`config.mk`:
```
export PLATFORM = sky130hd
export DESIGN_NAME = hppc_top
export DESIGN_NICKNAME = d
export VERILOG_FILES = /design/src/shared/hppc_pkg.sv /design/src/hdl/hppc_top.sv /design/src/hdl/hppc_wake.sv
export VERILOG_INCLUDE_DIRS = /design/src /design/src/shared
export SDC_FILE = /design/constraint.sdc
export NUM_CORES = 1
export LEC_CHECK = 0
export ABC_AREA = 1
export BUFFER_PORTS_ARGS = -buffer_cell sky130_fd_sc_hd__buf_2
export CORE_UTILIZATION = 44
export CTS_CLUSTER_SIZE = 20
export DETAILED_ROUTE_END_ITERATION = 8
export GPL_TIMING_DRIVEN = 0
export MAX_ROUTING_LAYER = met4
export PLACE_DENSITY = 0.95
export SLEW_MARGIN = 20
export SYNTH_ARGS = -nofsm -noshare
export SYNTH_HDL_FRONTEND = slang
export SYNTH_SLANG_ARGS = --single-unit
export TNS_END_PERCENT = 1
```
`constraint.sdc`:
```
create_clock -name ref_clk -period 2.85 [get_ports ref_clk]
set_input_delay 0.1425 -clock ref_clk [delete_from_list [all_inputs] [get_ports ref_clk]]
set_output_delay 0.1425 -clock ref_clk [all_outputs]
set_load 0.1 [all_outputs]
```
`src/shared/hppc_map.svh`:
```
/*
 * register map, field positions, reset values for the halt and
 * peripheral power control block. assumes an 8-bit wishbone byte address.
 */
`ifndef HPPC_MAP_SVH
`define HPPC_MAP_SVH
`define HPPC_ADDR_W 8
`define HPPC_OFS_PWR 8'h00
`define HPPC_OFS_CTRL 8'h04
`define HPPC_OFS_STAT 8'h08
`define HPPC_PWR_RESET 8'h88
`define HPPC_PWR_BOD_BIT 4
`define HPPC_PWR_CMP_BIT 1
`define HPPC_CTRL_AO_BIT 0
`define HPPC_STAT_HALT_BIT 0
`define HPPC_STAT_WAKE_LSB 1
`endif

```
`src/shared/hppc_pkg.sv`:
```
/*
 * types for the halt and peripheral power control block.
 * assumes hppc_map.svh is on the include path.
 */
package hppc_pkg;
	typedef enum logic [0:0] {
		HPPC_RUN = 1'b0,
		HPPC_HALT = 1'b1
	} hppc_state_e;
	typedef logic [7:0] hppc_byte_t;
endpackage

```
`src/hdl/hppc_top.sv`:
```
/*
 * halt state control and peripheral power-disable register, wishbone slave.
 * assumes rst_n is the power-on reset; other resets arrive as sys_reset.
 */
`timescale 1ns/1ps
`default_nettype none
`include "hppc_map.svh"
module hppc_top
#(
	parameter int ADDR_W = `HPPC_ADDR_W
)
(
	input wire logic ref_clk,
	input wire logic rst_n,
	input wire logic sys_reset,
	input wire logic halt_req,
	input wire logic stop_mode,
	input wire logic irq_pending,
	input wire logic wdt_timeout,
	input wire logic bor_event,
	input wire logic wdt_enable,
	input wire logic wb_cyc_i,
	input wire logic wb_stb_i,
	input wire logic wb_we_i,
	input wire logic [ADDR_W-1:0] wb_adr_i,
	input wire logic [3:0] wb_sel_i,
	input wire logic [31:0] wb_dat_i,
	output logic [31:0] wb_dat_o,
	output logic wb_ack_o,
	output logic wb_err_o,
	output logic core_run,
	output logic osc_enable,
	output logic sysclk_enable,
	output logic wdt_osc_enable,
	output logic wdt_count_enable,
	output logic periph_clk_enable,
	output logic cmp_enable,
	output logic bod_enable
);
	import hppc_pkg::*;

	// ==========================================
	// parameter check
	// offsets run up to 0x08, so fewer than four address bits cannot decode them
	if (ADDR_W < 4)
	begin : g_addr_narrow
		$error("hppc_top: ADDR_W too small for the register offsets");
	end
	else if (ADDR_W > 32)
	begin : g_addr_wide
		$error("hppc_top: ADDR_W wider than a wishbone address");
	end

	// ==========================================
	// wake sources
	logic any_wake;
	logic [4:0] wake_vec;
	logic por_pulse_q;
	hppc_wake u_wake
	(
		.irq_pending(irq_pending),
		.wdt_timeout(wdt_timeout),
		.por_event(por_pulse_q),
		.bor_event(bor_event),
		.ext_reset(sys_reset),
		.any_wake(any_wake),
		.wake_vec(wake_vec)
	);

	// one cycle after power-on release counts as a power-on wake
	always_ff @(posedge ref_clk or negedge rst_n)
	begin
		if (!rst_n)
			por_pulse_q <= 1'b1;
		else
			por_pulse_q <= 1'b0;
	end

	// ==========================================
	// halt state
	hppc_state_e state_q;
	hppc_state_e state_d;
	logic [4:0] wake_cause_q;
	// a wake in the same cycle wins, so a halt can never swallow it
	always_comb
	begin
		state_d = state_q;
		case (state_q)
			HPPC_RUN:
				if (halt_req && !any_wake)
					state_d = HPPC_HALT;
			HPPC_HALT:
				if (any_wake)
					state_d = HPPC_RUN;
			default:
				state_d = HPPC_RUN;
		endcase
	end

	always_ff @(posedge ref_clk or negedge rst_n)
	begin
		if (!rst_n)
			state_q <= HPPC_RUN;
		else
			state_q <= state_d;
	end

	// last wake cause, kept for software
	always_ff @(posedge ref_clk or negedge rst_n)
	begin
		if (!rst_n)
			wake_cause_q <= 5'h00;
		else if (state_q == HPPC_HALT && any_wake)
			wake_cause_q <= wake_vec;
	end

	// ==========================================
	// registers
	hppc_byte_t pwr_q;
	logic ao_q;
	logic acc;
	logic hit_pwr;
	logic hit_ctrl;
	logic hit_stat;
	logic hit_any;

	// one compare shared by every register decode
	function automatic logic addr_hit(input logic [ADDR_W-1:0] adr, input logic [7:0] ofs);
		return adr == ADDR_W'(ofs);
	endfunction

	// gating on ack and err keeps every answer one cycle long
	assign acc = wb_cyc_i && wb_stb_i && !wb_ack_o && !wb_err_o;
	assign hit_pwr = addr_hit(wb_adr_i, `HPPC_OFS_PWR);
	assign hit_ctrl = addr_hit(wb_adr_i, `HPPC_OFS_CTRL);
	assign hit_stat = addr_hit(wb_adr_i, `HPPC_OFS_STAT);
	assign hit_any = hit_pwr || hit_ctrl || hit_stat;

	// only rst_n resets it; sys_reset is deliberately ignored here
	// reserved bits are stored as written; software owns their values
	always_ff @(posedge ref_clk or negedge rst_n)
	begin
		if (!rst_n)
			pwr_q <= `HPPC_PWR_RESET;
		else if (acc && wb_we_i && hit_pwr && wb_sel_i[0])
			pwr_q <= wb_dat_i[7:0];
	end

	// always-on option, held like a flash option: survives system reset
	always_ff @(posedge ref_clk or negedge rst_n)
	begin
		if (!rst_n)
			ao_q <= 1'b0;
		else if (acc && wb_we_i && hit_ctrl && wb_sel_i[0])
			ao_q <= wb_dat_i[`HPPC_CTRL_AO_BIT];
	end

	always_ff @(posedge ref_clk or negedge rst_n)
	begin
		if (!rst_n)
		begin
			wb_ack_o <= 1'b0;
			wb_err_o <= 1'b0;
			wb_dat_o <= 32'h0000_0000;
		end
		else
		begin
			// unmapped offsets answer with err and read back zero
			wb_ack_o <= acc && hit_any;
			wb_err_o <= acc && !hit_any;
			if (acc && hit_pwr)
				wb_dat_o <= {24'h00_0000, pwr_q};
			else if (acc && hit_ctrl)
				wb_dat_o <= {31'h0000_0000, ao_q};
			else if (acc && hit_stat)
				wb_dat_o <= {26'h000_0000, wake_cause_q, state_q == HPPC_HALT};
			else
				wb_dat_o <= 32'h0000_0000;
		end
	end

	// ==========================================
	// clock and power enables
	// core_run is built from state_d so it drops on the very edge that takes the halt
	always_ff @(posedge ref_clk or negedge rst_n)
	begin
		if (!rst_n)
		begin
			core_run <= 1'b0;
			osc_enable <= 1'b1;
			sysclk_enable <= 1'b1;
			wdt_osc_enable <= 1'b1;
			wdt_count_enable <= 1'b0;
			periph_clk_enable <= 1'b1;
			cmp_enable <= 1'b1;
			bod_enable <= 1'b1;
		end
		else
		begin
			core_run <= state_d == HPPC_RUN;
			osc_enable <= 1'b1;
			sysclk_enable <= 1'b1;
			wdt_osc_enable <= 1'b1;
			wdt_count_enable <= wdt_enable;
			periph_clk_enable <= 1'b1;
			cmp_enable <= !pwr_q[`HPPC_PWR_CMP_BIT];
			// always-on option overrides both the disable bit and stop
			bod_enable <= ao_q || !(pwr_q[`HPPC_PWR_BOD_BIT] || stop_mode);
		end
	end
endmodule
`default_nettype wire

```
`src/hdl/hppc_wake.sv`:
```
/*
 * wake source combiner for the halt state machine.
 * assumes all wake inputs are synchronous, active-high levels or pulses.
 */
`timescale 1ns/1ps
`default_nettype none
module hppc_wake
(
	input wire logic irq_pending,
	input wire logic wdt_timeout,
	input wire logic por_event,
	input wire logic bor_event,
	input wire logic ext_reset,
	output logic any_wake,
	output logic [4:0] wake_vec
);
	always_comb
	begin
		wake_vec = {ext_reset, bor_event, por_event, wdt_timeout, irq_pending};
		any_wake = |wake_vec;
	end
endmodule
`default_nettype wire

```
Word level (Yosys, flattened, before mapping)
Index checks and enable logic that the tools add are counted.

operators by class
  reduce and logical (&&, ||, !) cells = 27
  equality and inequality tests = 2
  muxes and demuxes = 6
  bitwise gates (word level) = 2

operators with widths
  kind                                                              count
  32-bit two-way mux                                                1
  1-bit logical AND                                                 15
  6-bit two-way mux                                                 2
  8-bit by 3-bit == test with 1-bit output (second input constant)  1
  8-bit by 4-bit == test with 1-bit output (second input constant)  1
  8-bit logical NOT                                                 1
  1-bit logical NOT                                                 6
  5-bit OR reduction                                                1
  1-bit logical OR                                                  4
  1-bit two-way mux                                                 2
  1-bit NOT                                                         2
  1-bit case mux with 2 select lines                                1

storage, ports and cells
  word-level logic and storage cells = 49
  output and inout port bits = 42
  input bits = 56
  bits in registers = 54

Longest topological paths before layout
  depth after elaboration = 7
  gate-level depth with buffers = 10

By module
From an unflattened synthesis, not the netlist that was laid out.

unflattened totals
  cell total of the unflattened synthesis = 182
  area total of the unflattened synthesis = 1600.3 um^2

modules (own cells, without submodules)
  module     cells each  times used  area each (um^2)  sequential area each (um^2)
  hppc_top   173         1           1546.5            757.0
  hppc_wake  9           1           53.8              0.0

Least setup slack after synthesis
No wires, ideal clock.

  path type = flip-flop to flip-flop
  from = reg wb_err_o
  to = reg pwr_q[1]
  path buffers = 1
  arrival time = 1.664 ns
  required time = 2.724 ns
  cell stages (with the launch flop) = 8
  setup slack = 1.060 ns
  path through = dfrtp_1 nor2_2 nand3_2 nor2_4 nand2_4 nor2_8 buf_8 o21ai_0

on the way
  longest elaborated chain between the ends = 5

RTL lines
  element                         line             source
  start, declared                 hppc_top.sv:30   output logic wb_err_o,
  start signal, assigned          hppc_top.sv:170  wb_err_o <= acc && !hit_any;
  1-bit logical NOT               hppc_top.sv:133  assign acc = wb_cyc_i && wb_stb_i && !wb_ack_o && !wb_err_o;
  1-bit logical AND               hppc_top.sv:133
  1-bit logical AND (3 in a row)  hppc_top.sv:145  else if (acc && wb_we_i && hit_pwr && wb_sel_i[0])
  end signal, assigned            hppc_top.sv:144  pwr_q <= `HPPC_PWR_RESET;
  end signal, assigned            hppc_top.sv:146  pwr_q <= wb_dat_i[7:0];
  end, declared                   hppc_top.sv:119  hppc_byte_t pwr_q;

No other way between the ends.
A chain may end at the register's enable or synchronous reset.

Final worst setup path
  from = reg wb_err_o
  to = reg pwr_q[4]

The elaborated chain is that of the path after synthesis.

==> impl_results.md <==
- Core Footprint: ~3100 um2
- Gate power share: between 20% and 30%
- YS warnings: 0
- Routability cong.: between 0.7 and 0.8
- Synth unique cells: 22
- Setup_tns: 0 ns
- WP data required: 3.05 ns
- GR Overflow Total: 0
- Arrival @ worst endpoint: between 1.5 and 2 ns
- Met2 usage: about a quarter
- H-tree levels: 2
- Initial core utilization: between 40% and 50%
- Met1 usage: between 20% and 30%
- Pin count of the biggest net entering global routing: 31
- Fin util: 62.9%
- Most frequent cells in the layout: buf_2 (42), conb_1 (29), buf_4 (28), dfrtp_1 (25), nand2_1 (23)
- Fin crit period: 1.43 ns
- Max Cap Viol: 0
- Static Leak: 1.15 nW
- Area grow syn2layout: 33.7%
- Fraction of layout instances using a drive strength above 1: 38.8%
- CTS tree: yes
- Post-synthesis area per instance: between 9 and 10 um2
- Max clock buf depth: 2
- Initial antenna violation count: 0
- IO buf count: 42
- First-pass iteration count of the detailed router: 4
- Clock power frac: 32.7%
- First-pass GRT wire length: 4310 um
- Placed wire-length estimate: roughly 2000 um
- Met3 usage: 8.08%
- Commonest non-fill, non-tap cell in the layout: buf_2
- Cts hold-fix bufs: 3
- Gr usage total: between 10% and 20%
- CTS buffer count: 5
- RSZ-0062 raised after global routing: false
- CP max stage delay: between 0.3 and 0.4 ns
- Worst Setup End Kind: flip-flop
- Relative slew margins: approximately 57%
- PD cells: ~550 nW/um2
- Final Slew Violations: 0
- I/O pin count: 98
- CTS root buf: clkbuf_4
- Sequential cell area fraction in the yosys report: 51.9%
- Nets: between 200 and 300
- Total Power: between 0.001 and 0.0015 W
- Iter 0 DRT Violations: 43
- Sw frac: between 30% and 40%
- # Post-CTS Setup Buffers: 0
- Routed vias/inst: about 4.1
- Status: finished clean
- Die width: just under 60 um
- # setup viols final: 0
- Post-synthesis cell count: 159
- WL final: 2640 um
- Vias in the first global route: approximately 1.0k
- Count of final hold-check violations: 0
- Detailed-route DRC error count: 0
- Worst skew pair latency: 0.34 ns
- Final Cycle Share: about half
- Grt peak-use layer: met2
- Cell Rows: 20
- Worst hold path class: in -> reg
- Sequential share of power: between 40% and 50%
- CTS sink cnt: 30
- Clock Skews: around 0.011 ns
- Drt wl/cell: between 9 and 10 um
- Mapped Area: around 1500 um2
- Peak fanout along the critical path: 10
- Worst Tran Pin Value: 0.639 ns
- Final ANT Viol Nets: 0
- Worst vdd ir: around 0.00032 V
- Top Registers: pwr_q x8, wb_dat_o x8, wake_cause_q x5
- Antenna Cells: 0
- Net switching power: between 0.0003 and 0.0004 W
- Routed vias: between 1k and 1.5k
- Die area: roughly 3500 um2
- Int Power: 0.000711 W
- Crit Path Category: reg -> reg
- Post-CTS sizing: 0
- Clk slew on worst S/H paths: 0.10 ns
- Die Y: just under 60 um
- Sequence of cells on the critical path: nor2_2, nand3_2, nor2_4, nand2_4, nor2_8, buf_8, o21ai_0
- Crit-path slowest cell: dfrtp_1
- Fmax: approximately 700 MHz
- Crit path launch type: flip-flop
- Synth Register Bits: 30
==> critical path, delay by kind of cell (launching register included) <==
family          cells  cell delay (ns)
compound gates      1             0.09
buf+inv             1             0.15
flops               1             0.39
simple gates        5             0.67
==> cell usage after synthesis (all sizes together) <==
library cell	count	area (um2)
conb	2	7.51
nand4	1	6.26
nor3	2	10.0
dfstp	5	131
inv	20	75.1
nand3b	1	7.51
o21ai	17	92.6
nand3	13	70.1
buf	29	225
nand2	26	110
dfrtp	25	626
o21bai	1	7.51
nor2	17	90.1
==> final timing paths <==
path,from,endpoint,slack [ns],depth (start not counted)
max,wb_err_o$_DFF_PN0_,pwr_q[4]$_DFFE_PN0P_,1.42,7
min,wb_dat_i[5],pwr_q[5]$_DFFE_PN0P_,0.002,3
max reg2reg,wb_err_o$_DFF_PN0_,pwr_q[4]$_DFFE_PN0P_,1.42,7
min reg2reg,pwr_q[1]$_DFFE_PN0P_,cmp_enable$_DFF_PN1_,0.38,1
max in group asynchronous,rst_n,wake_cause_q[1]$_DFFE_PN0P_,2.06,2
min in group asynchronous,rst_n,wb_dat_o[4]$_DFF_PN0_,0.37,2
==> power by group through the flow <==
stage / Combinational, W / Sequential [W] / Clock [W]
CTS: 0.000269 / 0.000455 / 0.000358
floorplan: 0.000214 / 0.000477 / 0
global placement: 0.000264 / 0.000463 / 0
finish: 0.000271 / 0.000456 / 0.000352
global route: 0.000285 / 0.000459 / 0.000378
detailed placement: 0.000266 / 0.000463 / 0
==> routing by layer <==
metal | share of wire, % | wire (um) | vias to the layer above
li1 | - | - | 600
met4 | 2.3 | 61 | 0
met2 | 46 | 1210 | 55
met1 | 44 | 1160 | 501
met3 | 8.1 | 214 | 6
met5 | 0 | 0 | -
==> cells by family after synthesis <==
logic type	count (synthesis)	synth area share, %
buffers and inverters	49	20.6
AOI/OAI and AO/OA	18	6.86
and+or+nand+nor	60	20.2
other	2	0.515
DFF	30	51.9
==> stage by stage <==
stage	hold slack, ns	std cells	instance area, um2	setup slack, ns
final	0.00211	284	1950	1.42
after floorplan	-0.153	186	1560	1.06
after global routing	0.00189	284	1950	1.27
after detailed placement	0.202	272	1830	1.40
after CTS	0.000396	283	1940	1.39
after global placement	0.190	272	1830	1.45
==> final cells by class <==
type	count	area [um2]
Buffer	29	225
Clock buffer	7	55.1
Clock inverter	1	30.0
Fill cell	269	1150
Inverter	20	75.1
Multi-Input combinational cell	107	503
Sequential cell	30	757
Tap cell	44	55.1
Timing Repair Buffer	46	250
(Power assumes the default switching activity.)
